File: config.mk
export PLATFORM = sky130hd
export DESIGN_NAME = reset_and_power_reduction_ctrl
export DESIGN_NICKNAME = d
export VERILOG_FILES = /design/src/reset_power_pkg.sv /design/src/reset_and_power_reduction_ctrl.sv
export SDC_FILE = /design/constraint.sdc
export NUM_CORES = 1
export LEC_CHECK = 0
export BUFFER_PORTS_ARGS = -buffer_cell sky130_fd_sc_hd__buf_2
export CAP_MARGIN = 5
export CORE_MARGIN = 1.5
export CORE_UTILIZATION = 50
export CTS_CLUSTER_SIZE = 10
export DETAILED_ROUTE_END_ITERATION = 7
export HOLD_SLACK_MARGIN = 0.1
export PLACE_DENSITY = 0.75
export SLEW_MARGIN = 15
export SYNTH_ARGS = -nofsm -noshare
export SYNTH_HDL_FRONTEND = slang
export SYNTH_SLANG_ARGS = --single-unit
File: constraint.sdc
create_clock -name sys_clk_in -period 7.38 [get_ports sys_clk_in]
set_input_delay 1.107 -clock sys_clk_in [delete_from_list [all_inputs] [get_ports sys_clk_in]]
set_output_delay 1.107 -clock sys_clk_in [all_outputs]
set_load 0.02 [all_outputs]
File: src/reset_power_pkg.sv
/*
 * Constants and state types for the reset combiner, start-up stretch,
 * supply-drop sleep control and peripheral clock gates.
 * Assumes a single 200 MHz system clock and an 8-bit register port.
 */
package reset_power_pkg;

    // Clock and time base
    localparam int CLK_MHZ            = 200;
    localparam int PIN_MIN_NS         = 2500;
    localparam int DROP_MIN_NS        = 2000;
    localparam int STRETCH_LONG_US    = 65000;
    localparam int STRETCH_SHORT_US   = 4100;
    localparam int STRETCH_FAST_NS    = 70;
    // Least times round up to whole cycles
    localparam int PIN_MIN_CYC        = (PIN_MIN_NS * CLK_MHZ + 999) / 1000;
    localparam int DROP_MIN_CYC       = (DROP_MIN_NS * CLK_MHZ + 999) / 1000;
    localparam int STRETCH_LONG_CYC   = STRETCH_LONG_US * CLK_MHZ;
    localparam int STRETCH_SHORT_CYC  = STRETCH_SHORT_US * CLK_MHZ;
    localparam int STRETCH_FAST_CYC   = (STRETCH_FAST_NS * CLK_MHZ + 999) / 1000;
    localparam int FILT_W             = 10;
    localparam int STRETCH_W          = 24;

    // Register map
    localparam logic [7:0] ADDR_CLOCK_GATES = 8'h64;
    localparam logic [7:0] ADDR_CORE_CTRL   = 8'h70;
    localparam logic [7:0] ADDR_STATUS      = 8'h71;
    localparam logic [7:0] GATES_RESET      = 8'h00;
    localparam logic [7:0] GATES_WMASK      = 8'hef;

    // Clock gate bit positions
    localparam int BIT_TWO_WIRE  = 7;
    localparam int BIT_TIMER2    = 6;
    localparam int BIT_TIMER0    = 5;
    localparam int BIT_TIMER1    = 3;
    localparam int BIT_SPI       = 2;
    localparam int BIT_USART     = 1;
    localparam int BIT_CONVERTER = 0;

    // Core control bit positions
    localparam int BIT_SLEEP_OFF = 6;
    localparam int BIT_SLEEP_WE  = 5;

    // Timed sequence figures
    localparam logic [2:0] SEQ_WINDOW_CYC = 3'h4;
    localparam logic [1:0] SLEEP_OFF_CYC  = 2'h3;

    // All level fuses high means the detector is off
    localparam logic [2:0] DROP_FUSES_OFF = 3'h7;

    typedef enum logic [1:0] {
        PH_HOLD,
        PH_STRETCH,
        PH_RUN
    } phase_t;

    typedef struct packed {
        logic [1:0]           pin_s;
        logic [1:0]           por_s;
        logic [1:0]           drop_s;
        logic [FILT_W-1:0]    pin_cnt;
        logic [FILT_W-1:0]    drop_cnt;
        logic                 pin_act;
        logic                 drop_act;
        logic                 wdt_pulse;
        phase_t               phase;
        logic [STRETCH_W-1:0] stretch_cnt;
        logic                 int_rst;
        logic                 io_rst;
        logic                 fetch_start;
        logic [7:0]           gates;
        logic [2:0]           win_cnt;
        logic                 sleep_off;
        logic [1:0]           sleep_off_age;
        logic [2:0]           sleep_off_pipe;
        logic                 det_off;
        logic [7:0]           rdata;
        logic [6:0]           gate_out;
        logic                 mux_grant;
        logic                 bandgap_en;
    } state_t;

endpackage : reset_power_pkg

File: src/reset_and_power_reduction_ctrl.sv
/*
 * Reset combiner with start-up stretch, timed supply-drop sleep control,
 * peripheral clock gates and bandgap enable, all in one clocked block.
 * Assumes analog comparators deliver clean level flags, fuses are static,
 * and sleep, wake and watchdog pulses come from logic on sys_clk_in.
 */
`timescale 1ns/1ps

//////////////////////////////////////////////////////////////////////////////
// Summary of operation
// - Sleep-off bit settable only within four cycles after both-bits write.
// - Sleep-off becomes effective three cycles after it is set.
// - Sleep entered while effective turns detector off for that sleep only.
// - Sleep-off bit clears itself three cycles after being set.
// - Gate bit 7 stops the two-wire module clock.
// - Gate bit 6 stops timer 2 only when async select is zero.
// - Gate bit 5 stops timer 0; clearing resumes where it stopped.
// - Gate bit 3 stops timer 1; clearing resumes its prior state.
// - Gate bit 2 stops the SPI clock.
// - Gate bit 1 stops the USART clock.
// - Gate bit 0 shuts the converter and withholds its mux from comparator.
// - Gate bit 4 reserved: reads zero, writes ignored.
// - During reset all registers take initial values; fetch starts after.
// - Port reset follows any active source without waiting for stretch.
// - Internal reset held for fuse-selected stretch after all sources clear.
// - Four sources: supply-up, pin, watchdog, supply-drop.
// - Pin low longer than minimum width resets; fuse can disable.
// - Supply-up reset reasserts at once when supply falls below level.
// - Drop below lower level, longer than minimum time, asserts reset.
// - Watchdog timeout in reset mode gives one-cycle pulse; stretch starts when it falls.
// - Bandgap on when detector fused on, comparator selects it, or converter on.
//////////////////////////////////////////////////////////////////////////////

module reset_and_power_reduction_ctrl #(
    parameter int STRETCH_LONG  = reset_power_pkg::STRETCH_LONG_CYC,
    parameter int STRETCH_SHORT = reset_power_pkg::STRETCH_SHORT_CYC,
    parameter int PIN_MIN       = reset_power_pkg::PIN_MIN_CYC,
    parameter int DROP_MIN      = reset_power_pkg::DROP_MIN_CYC
) (
    input  wire logic       sys_clk_in,
    input  wire logic       rst_in,
    input  wire logic [7:0] addr_in,
    input  wire logic [7:0] wdata_in,
    input  wire logic       wr_in,
    input  wire logic       rd_in,
    output logic      [7:0] rdata_out,
    input  wire logic       supply_up_ok_in,
    input  wire logic       reset_pin_n_in,
    input  wire logic       supply_drop_in,
    input  wire logic       wdt_timeout_in,
    input  wire logic       wdt_reset_mode_in,
    input  wire logic       pin_reset_disable_fuse_in,
    input  wire logic [2:0] drop_level_fuses_in,
    input  wire logic [1:0] startup_time_fuses_in,
    input  wire logic [3:0] clock_select_fuses_in,
    input  wire logic       sleep_enter_in,
    input  wire logic       sleep_wake_in,
    input  wire logic       timer2_async_select_in,
    input  wire logic       comparator_bandgap_select_in,
    input  wire logic       converter_enable_in,
    output logic            internal_reset_out,
    output logic            io_port_reset_out,
    output logic            fetch_start_out,
    output logic            supply_drop_detector_off_out,
    output logic            two_wire_clock_gate_out,
    output logic            timer2_clock_gate_out,
    output logic            timer0_clock_gate_out,
    output logic            timer1_clock_gate_out,
    output logic            spi_clock_gate_out,
    output logic            usart_clock_gate_out,
    output logic            converter_shutdown_out,
    output logic            comparator_mux_grant_out,
    output logic            bandgap_enable_out
);
    import reset_power_pkg::*;

    //////////////////////////////////////////////////////////////////////////
    // Parameter checks

    if (STRETCH_LONG < 1 || STRETCH_LONG >= (1 << STRETCH_W)) begin : g_chk_long
        $error("STRETCH_LONG out of range");
    end
    if (STRETCH_SHORT < 1 || STRETCH_SHORT >= (1 << STRETCH_W)) begin : g_chk_short
        $error("STRETCH_SHORT out of range");
    end
    if (PIN_MIN < 1 || PIN_MIN >= (1 << FILT_W)) begin : g_chk_pin
        $error("PIN_MIN out of range");
    end
    if (DROP_MIN < 1 || DROP_MIN >= (1 << FILT_W)) begin : g_chk_drop
        $error("DROP_MIN out of range");
    end

    //////////////////////////////////////////////////////////////////////////
    // Helpers

    // Stretch length from start-up and clock fuses; at start-up fuse value 2 crystal choices
    // get the long setting so oscillators settle before code runs.
    function automatic logic [STRETCH_W-1:0] stretch_len(
        input logic [1:0] startup_time_fuses,
        input logic [3:0] clock_select_fuses
    );
        logic [STRETCH_W-1:0] len;
        len = STRETCH_W'(STRETCH_FAST_CYC);
        case (startup_time_fuses)
            2'h0:    len = STRETCH_W'(STRETCH_FAST_CYC);
            2'h1:    len = STRETCH_W'(STRETCH_SHORT);
            2'h2:    len = clock_select_fuses[3] ? STRETCH_W'(STRETCH_LONG)
                                    : STRETCH_W'(STRETCH_SHORT);
            default: len = STRETCH_W'(STRETCH_LONG);
        endcase
        return len;
    endfunction : stretch_len

    // Saturating low-time filter shared by the pin and drop inputs
    function automatic logic [FILT_W-1:0] filt_step(
        input logic              active,
        input logic [FILT_W-1:0] cnt
    );
        logic [FILT_W-1:0] n;
        n = '0;
        if (active) begin
            n = (cnt == '1) ? cnt : cnt + FILT_W'(1);
        end
        return n;
    endfunction : filt_step

    //////////////////////////////////////////////////////////////////////////
    // State

    localparam state_t ST_RESET = '{
        pin_s:          2'h3,
        por_s:          2'h0,
        drop_s:         2'h0,
        pin_cnt:        '0,
        drop_cnt:       '0,
        pin_act:        1'b0,
        drop_act:       1'b0,
        wdt_pulse:      1'b0,
        phase:          PH_HOLD,
        stretch_cnt:    '0,
        int_rst:        1'b1,
        io_rst:         1'b1,
        fetch_start:    1'b0,
        gates:          GATES_RESET,
        win_cnt:        3'h0,
        sleep_off:      1'b0,
        sleep_off_age:  2'h0,
        sleep_off_pipe: 3'h0,
        det_off:        1'b0,
        rdata:          8'h00,
        gate_out:       7'h00,
        mux_grant:      1'b1,
        bandgap_en:     1'b0
    };

    state_t r;
    state_t s;

    logic   drop_fused;
    logic   por_act;
    logic   any_src;

    //////////////////////////////////////////////////////////////////////////
    // Next state

    always_comb begin
        s = r;
        s.fetch_start = 1'b0;

        // Pin-side levels pass two flops before use
        s.pin_s  = {r.pin_s[0], reset_pin_n_in};
        s.por_s  = {r.por_s[0], supply_up_ok_in};
        s.drop_s = {r.drop_s[0], supply_drop_in};

        drop_fused = (drop_level_fuses_in != DROP_FUSES_OFF);
        // Supply below level resets at once, no filter
        por_act = ~r.por_s[1];

        // Pin low must outlast the minimum width; fuse removes it
        s.pin_cnt = filt_step(~r.pin_s[1] & ~pin_reset_disable_fuse_in,
                              r.pin_cnt);
        s.pin_act = (s.pin_cnt >= FILT_W'(PIN_MIN));

        // Drop must outlast the detection time; detector off in a sleep entered in the window
        s.drop_cnt = filt_step(r.drop_s[1] & drop_fused & ~r.det_off,
                               r.drop_cnt);
        s.drop_act = (s.drop_cnt >= FILT_W'(DROP_MIN));

        // One-cycle watchdog reset pulse
        s.wdt_pulse = wdt_timeout_in & wdt_reset_mode_in;

        any_src = por_act | r.pin_act | r.wdt_pulse | r.drop_act;
        s.io_rst = any_src;

        // Sequencer: any source holds, release starts the stretch
        case (r.phase)
            PH_HOLD: begin
                s.int_rst     = 1'b1;
                s.stretch_cnt = '0;
                if (!any_src) begin
                    s.phase = PH_STRETCH;
                end
            end
            PH_STRETCH: begin
                s.int_rst = 1'b1;
                if (any_src) begin
                    s.phase = PH_HOLD;
                end else if (r.stretch_cnt >= stretch_len(startup_time_fuses_in,
                                                          clock_select_fuses_in)
                                              - STRETCH_W'(1)) begin
                    s.phase       = PH_RUN;
                    s.int_rst     = 1'b0;
                    s.fetch_start = 1'b1;
                end else begin
                    s.stretch_cnt = r.stretch_cnt + STRETCH_W'(1);
                end
            end
            PH_RUN: begin
                if (any_src) begin
                    s.phase   = PH_HOLD;
                    s.int_rst = 1'b1;
                end
            end
            default: begin
                s.phase   = PH_HOLD;
                s.int_rst = 1'b1;
            end
        endcase

        // Sleep-off timed sequence
        if (r.win_cnt != 3'h0) begin
            s.win_cnt = r.win_cnt - 3'h1;
        end
        if (r.sleep_off) begin
            if (r.sleep_off_age == SLEEP_OFF_CYC - 2'h1) begin
                s.sleep_off     = 1'b0;
                s.sleep_off_age = 2'h0;
            end else begin
                s.sleep_off_age = r.sleep_off_age + 2'h1;
            end
        end
        // Effective window lags the bit by three cycles
        s.sleep_off_pipe = {r.sleep_off_pipe[1:0], r.sleep_off};

        // Detector stays off only for the sleep entered in the window
        if (sleep_wake_in) begin
            s.det_off = 1'b0;
        end
        if (sleep_enter_in && r.sleep_off_pipe[2] && drop_fused) begin
            s.det_off = 1'b1;
        end

        // Register writes
        s.rdata = 8'h00;
        if (wr_in && !r.int_rst) begin
            case (addr_in)
                ADDR_CLOCK_GATES: begin
                    s.gates = wdata_in & GATES_WMASK;
                end
                ADDR_CORE_CTRL: begin
                    if (wdata_in[BIT_SLEEP_OFF] && wdata_in[BIT_SLEEP_WE]) begin
                        s.win_cnt = SEQ_WINDOW_CYC;
                    end else if (wdata_in[BIT_SLEEP_OFF] && r.win_cnt != 3'h0) begin
                        s.sleep_off     = 1'b1;
                        s.sleep_off_age = 2'h0;
                        s.win_cnt       = 3'h0;
                    end
                end
                default: begin
                end
            endcase
        end

        // Register reads, data in the following cycle
        if (rd_in) begin
            case (addr_in)
                ADDR_CLOCK_GATES: s.rdata = r.gates & GATES_WMASK;
                ADDR_CORE_CTRL: begin
                    s.rdata[BIT_SLEEP_OFF] = r.sleep_off;
                    s.rdata[BIT_SLEEP_WE]  = (r.win_cnt != 3'h0);
                end
                ADDR_STATUS: begin
                    s.rdata = {1'b0, r.bandgap_en, r.det_off, r.sleep_off_pipe[2],
                               r.drop_act, r.wdt_pulse, r.pin_act, por_act};
                end
                default: s.rdata = 8'h00;
            endcase
        end

        // Internal reset restores register contents
        if (r.int_rst) begin
            s.gates          = GATES_RESET;
            s.win_cnt        = 3'h0;
            s.sleep_off      = 1'b0;
            s.sleep_off_age  = 2'h0;
            s.sleep_off_pipe = 3'h0;
            s.det_off        = 1'b0;
        end

        // Gate outputs register together with the stored bits, in the same cycle
        s.gate_out[6] = s.gates[BIT_TWO_WIRE];
        // Asynchronous timer 2 keeps its own clock
        s.gate_out[5] = s.gates[BIT_TIMER2] & ~timer2_async_select_in;
        s.gate_out[4] = s.gates[BIT_TIMER0];
        s.gate_out[3] = s.gates[BIT_TIMER1];
        s.gate_out[2] = s.gates[BIT_SPI];
        s.gate_out[1] = s.gates[BIT_USART];
        s.gate_out[0] = s.gates[BIT_CONVERTER];
        s.mux_grant   = ~s.gates[BIT_CONVERTER];

        // Reference start-up is the user's wait, not gated here
        s.bandgap_en = drop_fused | comparator_bandgap_select_in
                     | converter_enable_in;
    end

    //////////////////////////////////////////////////////////////////////////
    // Register stage

    always_ff @(posedge sys_clk_in) begin
        if (rst_in) begin
            r <= ST_RESET;
        end else begin
            r <= s;
        end
    end

    //////////////////////////////////////////////////////////////////////////
    // Outputs

    // Port reset is one flop after the sources, not truly clockless
    assign rdata_out                    = r.rdata;
    assign internal_reset_out           = r.int_rst;
    assign io_port_reset_out            = r.io_rst;
    assign fetch_start_out              = r.fetch_start;
    assign supply_drop_detector_off_out = r.det_off;
    assign two_wire_clock_gate_out      = r.gate_out[6];
    assign timer2_clock_gate_out        = r.gate_out[5];
    assign timer0_clock_gate_out        = r.gate_out[4];
    assign timer1_clock_gate_out        = r.gate_out[3];
    assign spi_clock_gate_out           = r.gate_out[2];
    assign usart_clock_gate_out         = r.gate_out[1];
    assign converter_shutdown_out       = r.gate_out[0];
    assign comparator_mux_grant_out     = r.mux_grant;
    assign bandgap_enable_out           = r.bandgap_en;

endmodule : reset_and_power_reduction_ctrl

==> Flow_metrics.wiki <==
{| class="wikitable"
! Metric !! Value
|-
| Antenna Diode Count || 0
|-
| End of the critical path || r[38]
|-
| Synth Instances || 514
|-
| Effective utilization at floorplan || 0.515
|-
| Worst voltage drop across the vdd grid || 0.0000788 V
|-
| Worst clock skew || 0.0162 ns
|-
| Worst EP required || 7.64 ns
|-
| Overall overflow remaining after global route || 0
|-
| Sequential share of the synthesized area || 0.385
|-
| CP most frequent cell || nand2_1
|-
| Die footprint || 0.00952 mm²
|-
| DRC violations left || 0
|-
| Clock tree from TritonCTS || done
|-
| Cell area reported after detailed placement || 0.00477 mm²
|-
| Via count || 3876
|-
| Hold Buf Count CTS || 0
|-
| Number of rows in the core area || 34
|-
| Post-route cell area || 0.00498 mm²
|-
| Total number of nets in the final design || 628
|-
| Kind of cell adding the most delay to the critical path || compound AO/OA/AOI/OAI gates
|-
| WS Path Type || in2reg
|-
| Final worst-path cycle share || 0.557
|-
| Clock root buffer master || clkbuf_8
|-
| Reg2reg path depth || 7
|-
| Levels on crit path || 14
|-
| Clock-pin transition on the worst setup and hold timing paths || 0.09 ns
|-
| Reg2Reg Setup Slack || 4.74 ns
|-
| TritonCTS Buffers || 9
|-
| Global-route wire length before repair || 16.6 mm
|-
| Critical register-to-register path endpoint || r[38]
|-
| Fin crit period || 4.11 ns
|-
| Horizontal extent of the die || 97.6 µm
|-
| Critical path capture point type || flip-flop
|-
| Pins Over Slew Limit || 0
|-
| Min-delay worst type || reg2reg
|-
| Via density || 5.75
|-
| Prevailing post-synth register cell || dfxtp_1
|-
| Slew of the pin with the lowest slew margin || 0.772 ns
|-
| Peak-usage layer in the global routing report || met2
|-
| Relative area change from synthesis to final layout || 11.3%
|-
| Buffer levels on the longest clock path || 2
|-
| Met1 demand-to-capacity share in global routing || 0.266
|-
| Startpoint kind of the worst setup timing path || input port
|-
| Register bit count reported by yosys || 86
|-
| Share of layout cells above drive strength 1 || 0.173
|-
| Final count of negative-setup-slack endpoints || 0
|-
| Post-route setup TNS || 0 ns
|-
| Critical Path Fanout Max || 8
|-
| Crit Reg-Reg Startpoint || r[48]
|-
| Number of instances resized during post-cts repair || 0
|-
| Iter 0 DRT Violations || 208
|-
| Startpoint of the worst setup timing path || startup_time_fuses_in[0]
|-
| Routed wire length per instance || 14.5 µm
|-
| Clk Latency, worst-skew pair || 0.37 ns
|-
| Die span in y || 97.6 µm
|-
| H-Tree Depth || 3
|-
| Critical path buffer and inverter count || 1
|-
| PortBufs || 56
|-
| Synth warnings || 0
|-
| Leakage power || 1.96 nW
|-
| Netlist area before placement || 0.00447 mm²
|-
| Total GRT Usage || 0.211
|-
| I/O pin count || 61
|-
| Met3 usage in global routing || 0.0525
|-
| Final antenna-violating net count || 0
|-
| Number of enable flip-flop cells after synthesis || 0
|-
| Sink Count || 86
|-
| Initial antenna violation count || 0
|-
| Largest net degree at the start of global routing || 23
|-
| Timing-limited maximum frequency || 243 MHz
|-
| Result of the run || finished clean
|-
| Delay of the slowest critical-path stage || 0.56 ns
|-
| Hold violation total from the final report || 0
|-
| Relative slew slack || 0.481
|-
| Length of the first detailed-routing pass in iterations || 4
|-
| Count of unique library cells instantiated by Yosys || 66
|-
| Critical Path, Cell by Cell || buf_2 > o21ai_1 > nand2_1 > ha_1 > nand2_1 > nand2_1 > nand2_1 > ha_1 > nand2_1 > o21ai_0 > o21ai_1 > o21ai_1 > nor2_1 > mux2_2
|-
| Final GP Congestion || 0.882
|-
| Met2 Usage GRT || 0.353
|-
| Critical path data arrival time || 4.37 ns
|-
| Pwr Density || 173 mW/mm²
|-
| HPWL Detailed || 7.33 mm
|-
| Total power draw || 0.000860 W
|-
| Standard cell with the maximum stage delay on the critical path || o21ai_1
|-
| Setup repair after global routing missed its margin || no
|-
| Via count of the first global-routing pass || 3649
|-
| Wire length after detailed routing || 9.79 mm
|-
| Share of flip-flops with an asynchronous set or reset || 0
|-
| # Post-CTS Setup Buffers || 0
|-
| Post-synthesis average cell area || 8.70 µm²
|-
| Max capacitance violation total || 0
|-
| Core Box Area || 0.00868 mm²
|}
## area by class of cell
cell class                 count  area, µm²
multi-input combinational    397       2590
clock inverter                 7       86.3
timing repair buffer          56        280
clock buffer                   9        124
fill                         787       3700
sequential                    86       1720
tap                          108        135
inverter                      11       41.3
## power breakdown
part	total, W	internal (W)	leakage [nW]	switching (W)
Sequential	0.000468	0.000466	0.695	0.00000141
Clock	0.000350	0.000165	0.105	0.000185
Combinational	0.0000429	0.0000180	1.16	0.0000249
## cells by family (layout without fill, tap and decap cells)
logic type | count (synthesis) | in the layout | synth area share
buffers and inverters | 33 | 83 | 0.0378
multiplexers | 14 | 14 | 0.0319
flip-flops | 86 | 86 | 0.385
XOR/XNOR | 12 | 12 | 0.0235
other | 1 | 3 | 0.000838
adder cells (fa/ha/maj) | 27 | 27 | 0.0755
AO/OA/AOI/OAI | 109 | 109 | 0.160
AND/OR/NAND/NOR | 232 | 232 | 0.286
## state kept, by name (all words and copies together) (netlist names)
name                          count
comparator_mux_grant_out          1
internal_reset_out                1
r                                71
supply_drop_detector_off_out      1
bandgap_enable_out                1
io_port_reset_out                 1
fetch_start_out                   1
rdata_out                         8
timer2_clock_gate_out             1
## layout by cell type (no fill, tap or decap), drive strengths merged, types with 9 or more instances in the layout
master,n
o21ai,29
a31oi,9
nor2,54
clkbuf,9
nor3,15
or3,16
nand2,43
nor4,14
nand4,13
nand3,15
buf,56
ha,27
a21oi,31
and3,13
dfxtp,86
inv,16
mux2i,12
## Yosys cell counts (3+ instances only)
cell / n / area (µm²)
nand3_1: 15 / 75.1
and3b_1: 3 / 26.3
dfxtp_1: 86 / 1720
and2_1: 7 / 43.8
o21ai_1: 3 / 15.0
o21ai_0: 26 / 130
xor2_1: 7 / 61.3
and3_1: 13 / 81.3
a211o_1: 3 / 26.3
ha_1: 27 / 338
nand3b_1: 4 / 30.0
a31oi_1: 9 / 56.3
or3_1: 15 / 93.8
nor3_1: 13 / 65.1
nor4_1: 13 / 81.3
xnor2_1: 5 / 43.8
nand2b_1: 7 / 43.8
clkbuf_1: 12 / 45.0
mux2i_1: 12 / 120
nor2_1: 53 / 199
or2_2: 6 / 37.5
a211oi_1: 4 / 30.0
a21oi_1: 31 / 155
buf_4: 8 / 60.1
o22ai_1: 3 / 18.8
a22oi_1: 4 / 30.0
nand4_1: 13 / 81.3
o21a_1: 3 / 22.5
nor2b_1: 6 / 37.5
and4_1: 4 / 35.0
nand2_1: 43 / 161
inv_1: 11 / 41.3
## layer usage
metal	share of wire	routed length, µm	vias to the layer above
li1	-	-	1965
met1	0.46	4510	1800
met2	0.47	4610	96
met3	0.047	460	15
met4	0.021	204	0
met5	0	0	-
## worst min-delay path by stage
stage,slack [ns],cells after the start,start,endpoint
after floorplan,0.39,1,r[91],r[92]
after global routing,0.43,1,r[91],r[92]
after detailed placement,0.40,1,r[91],r[92]
final,0.43,1,r[91],r[92]
after CTS,0.43,1,r[91],r[92]
after global placement,0.40,1,r[91],r[92]
## through the flow
step,instances,worst slack [ns],hold slack [ns],util
2_1_floorplan,516,3.59,0.389,-
3_3_place_gp,658,3.06,0.400,0.549
3_5_place_dp,658,2.91,0.402,0.549
4_1_cts,674,3.26,0.426,0.574
5_1_grt,674,3.00,0.433,0.574
6_report,674,3.27,0.425,0.574
## worst register-to-register path: cells and delay by family (launching register included)
kind            cells  cell delay [ns]
mux                 1             0.29
compound gates      3             1.36
simple gates        2             0.21
flops               1             0.37
fa+ha+maj           1             0.32
No activity file was read; power rests on OpenSTA's default activity.
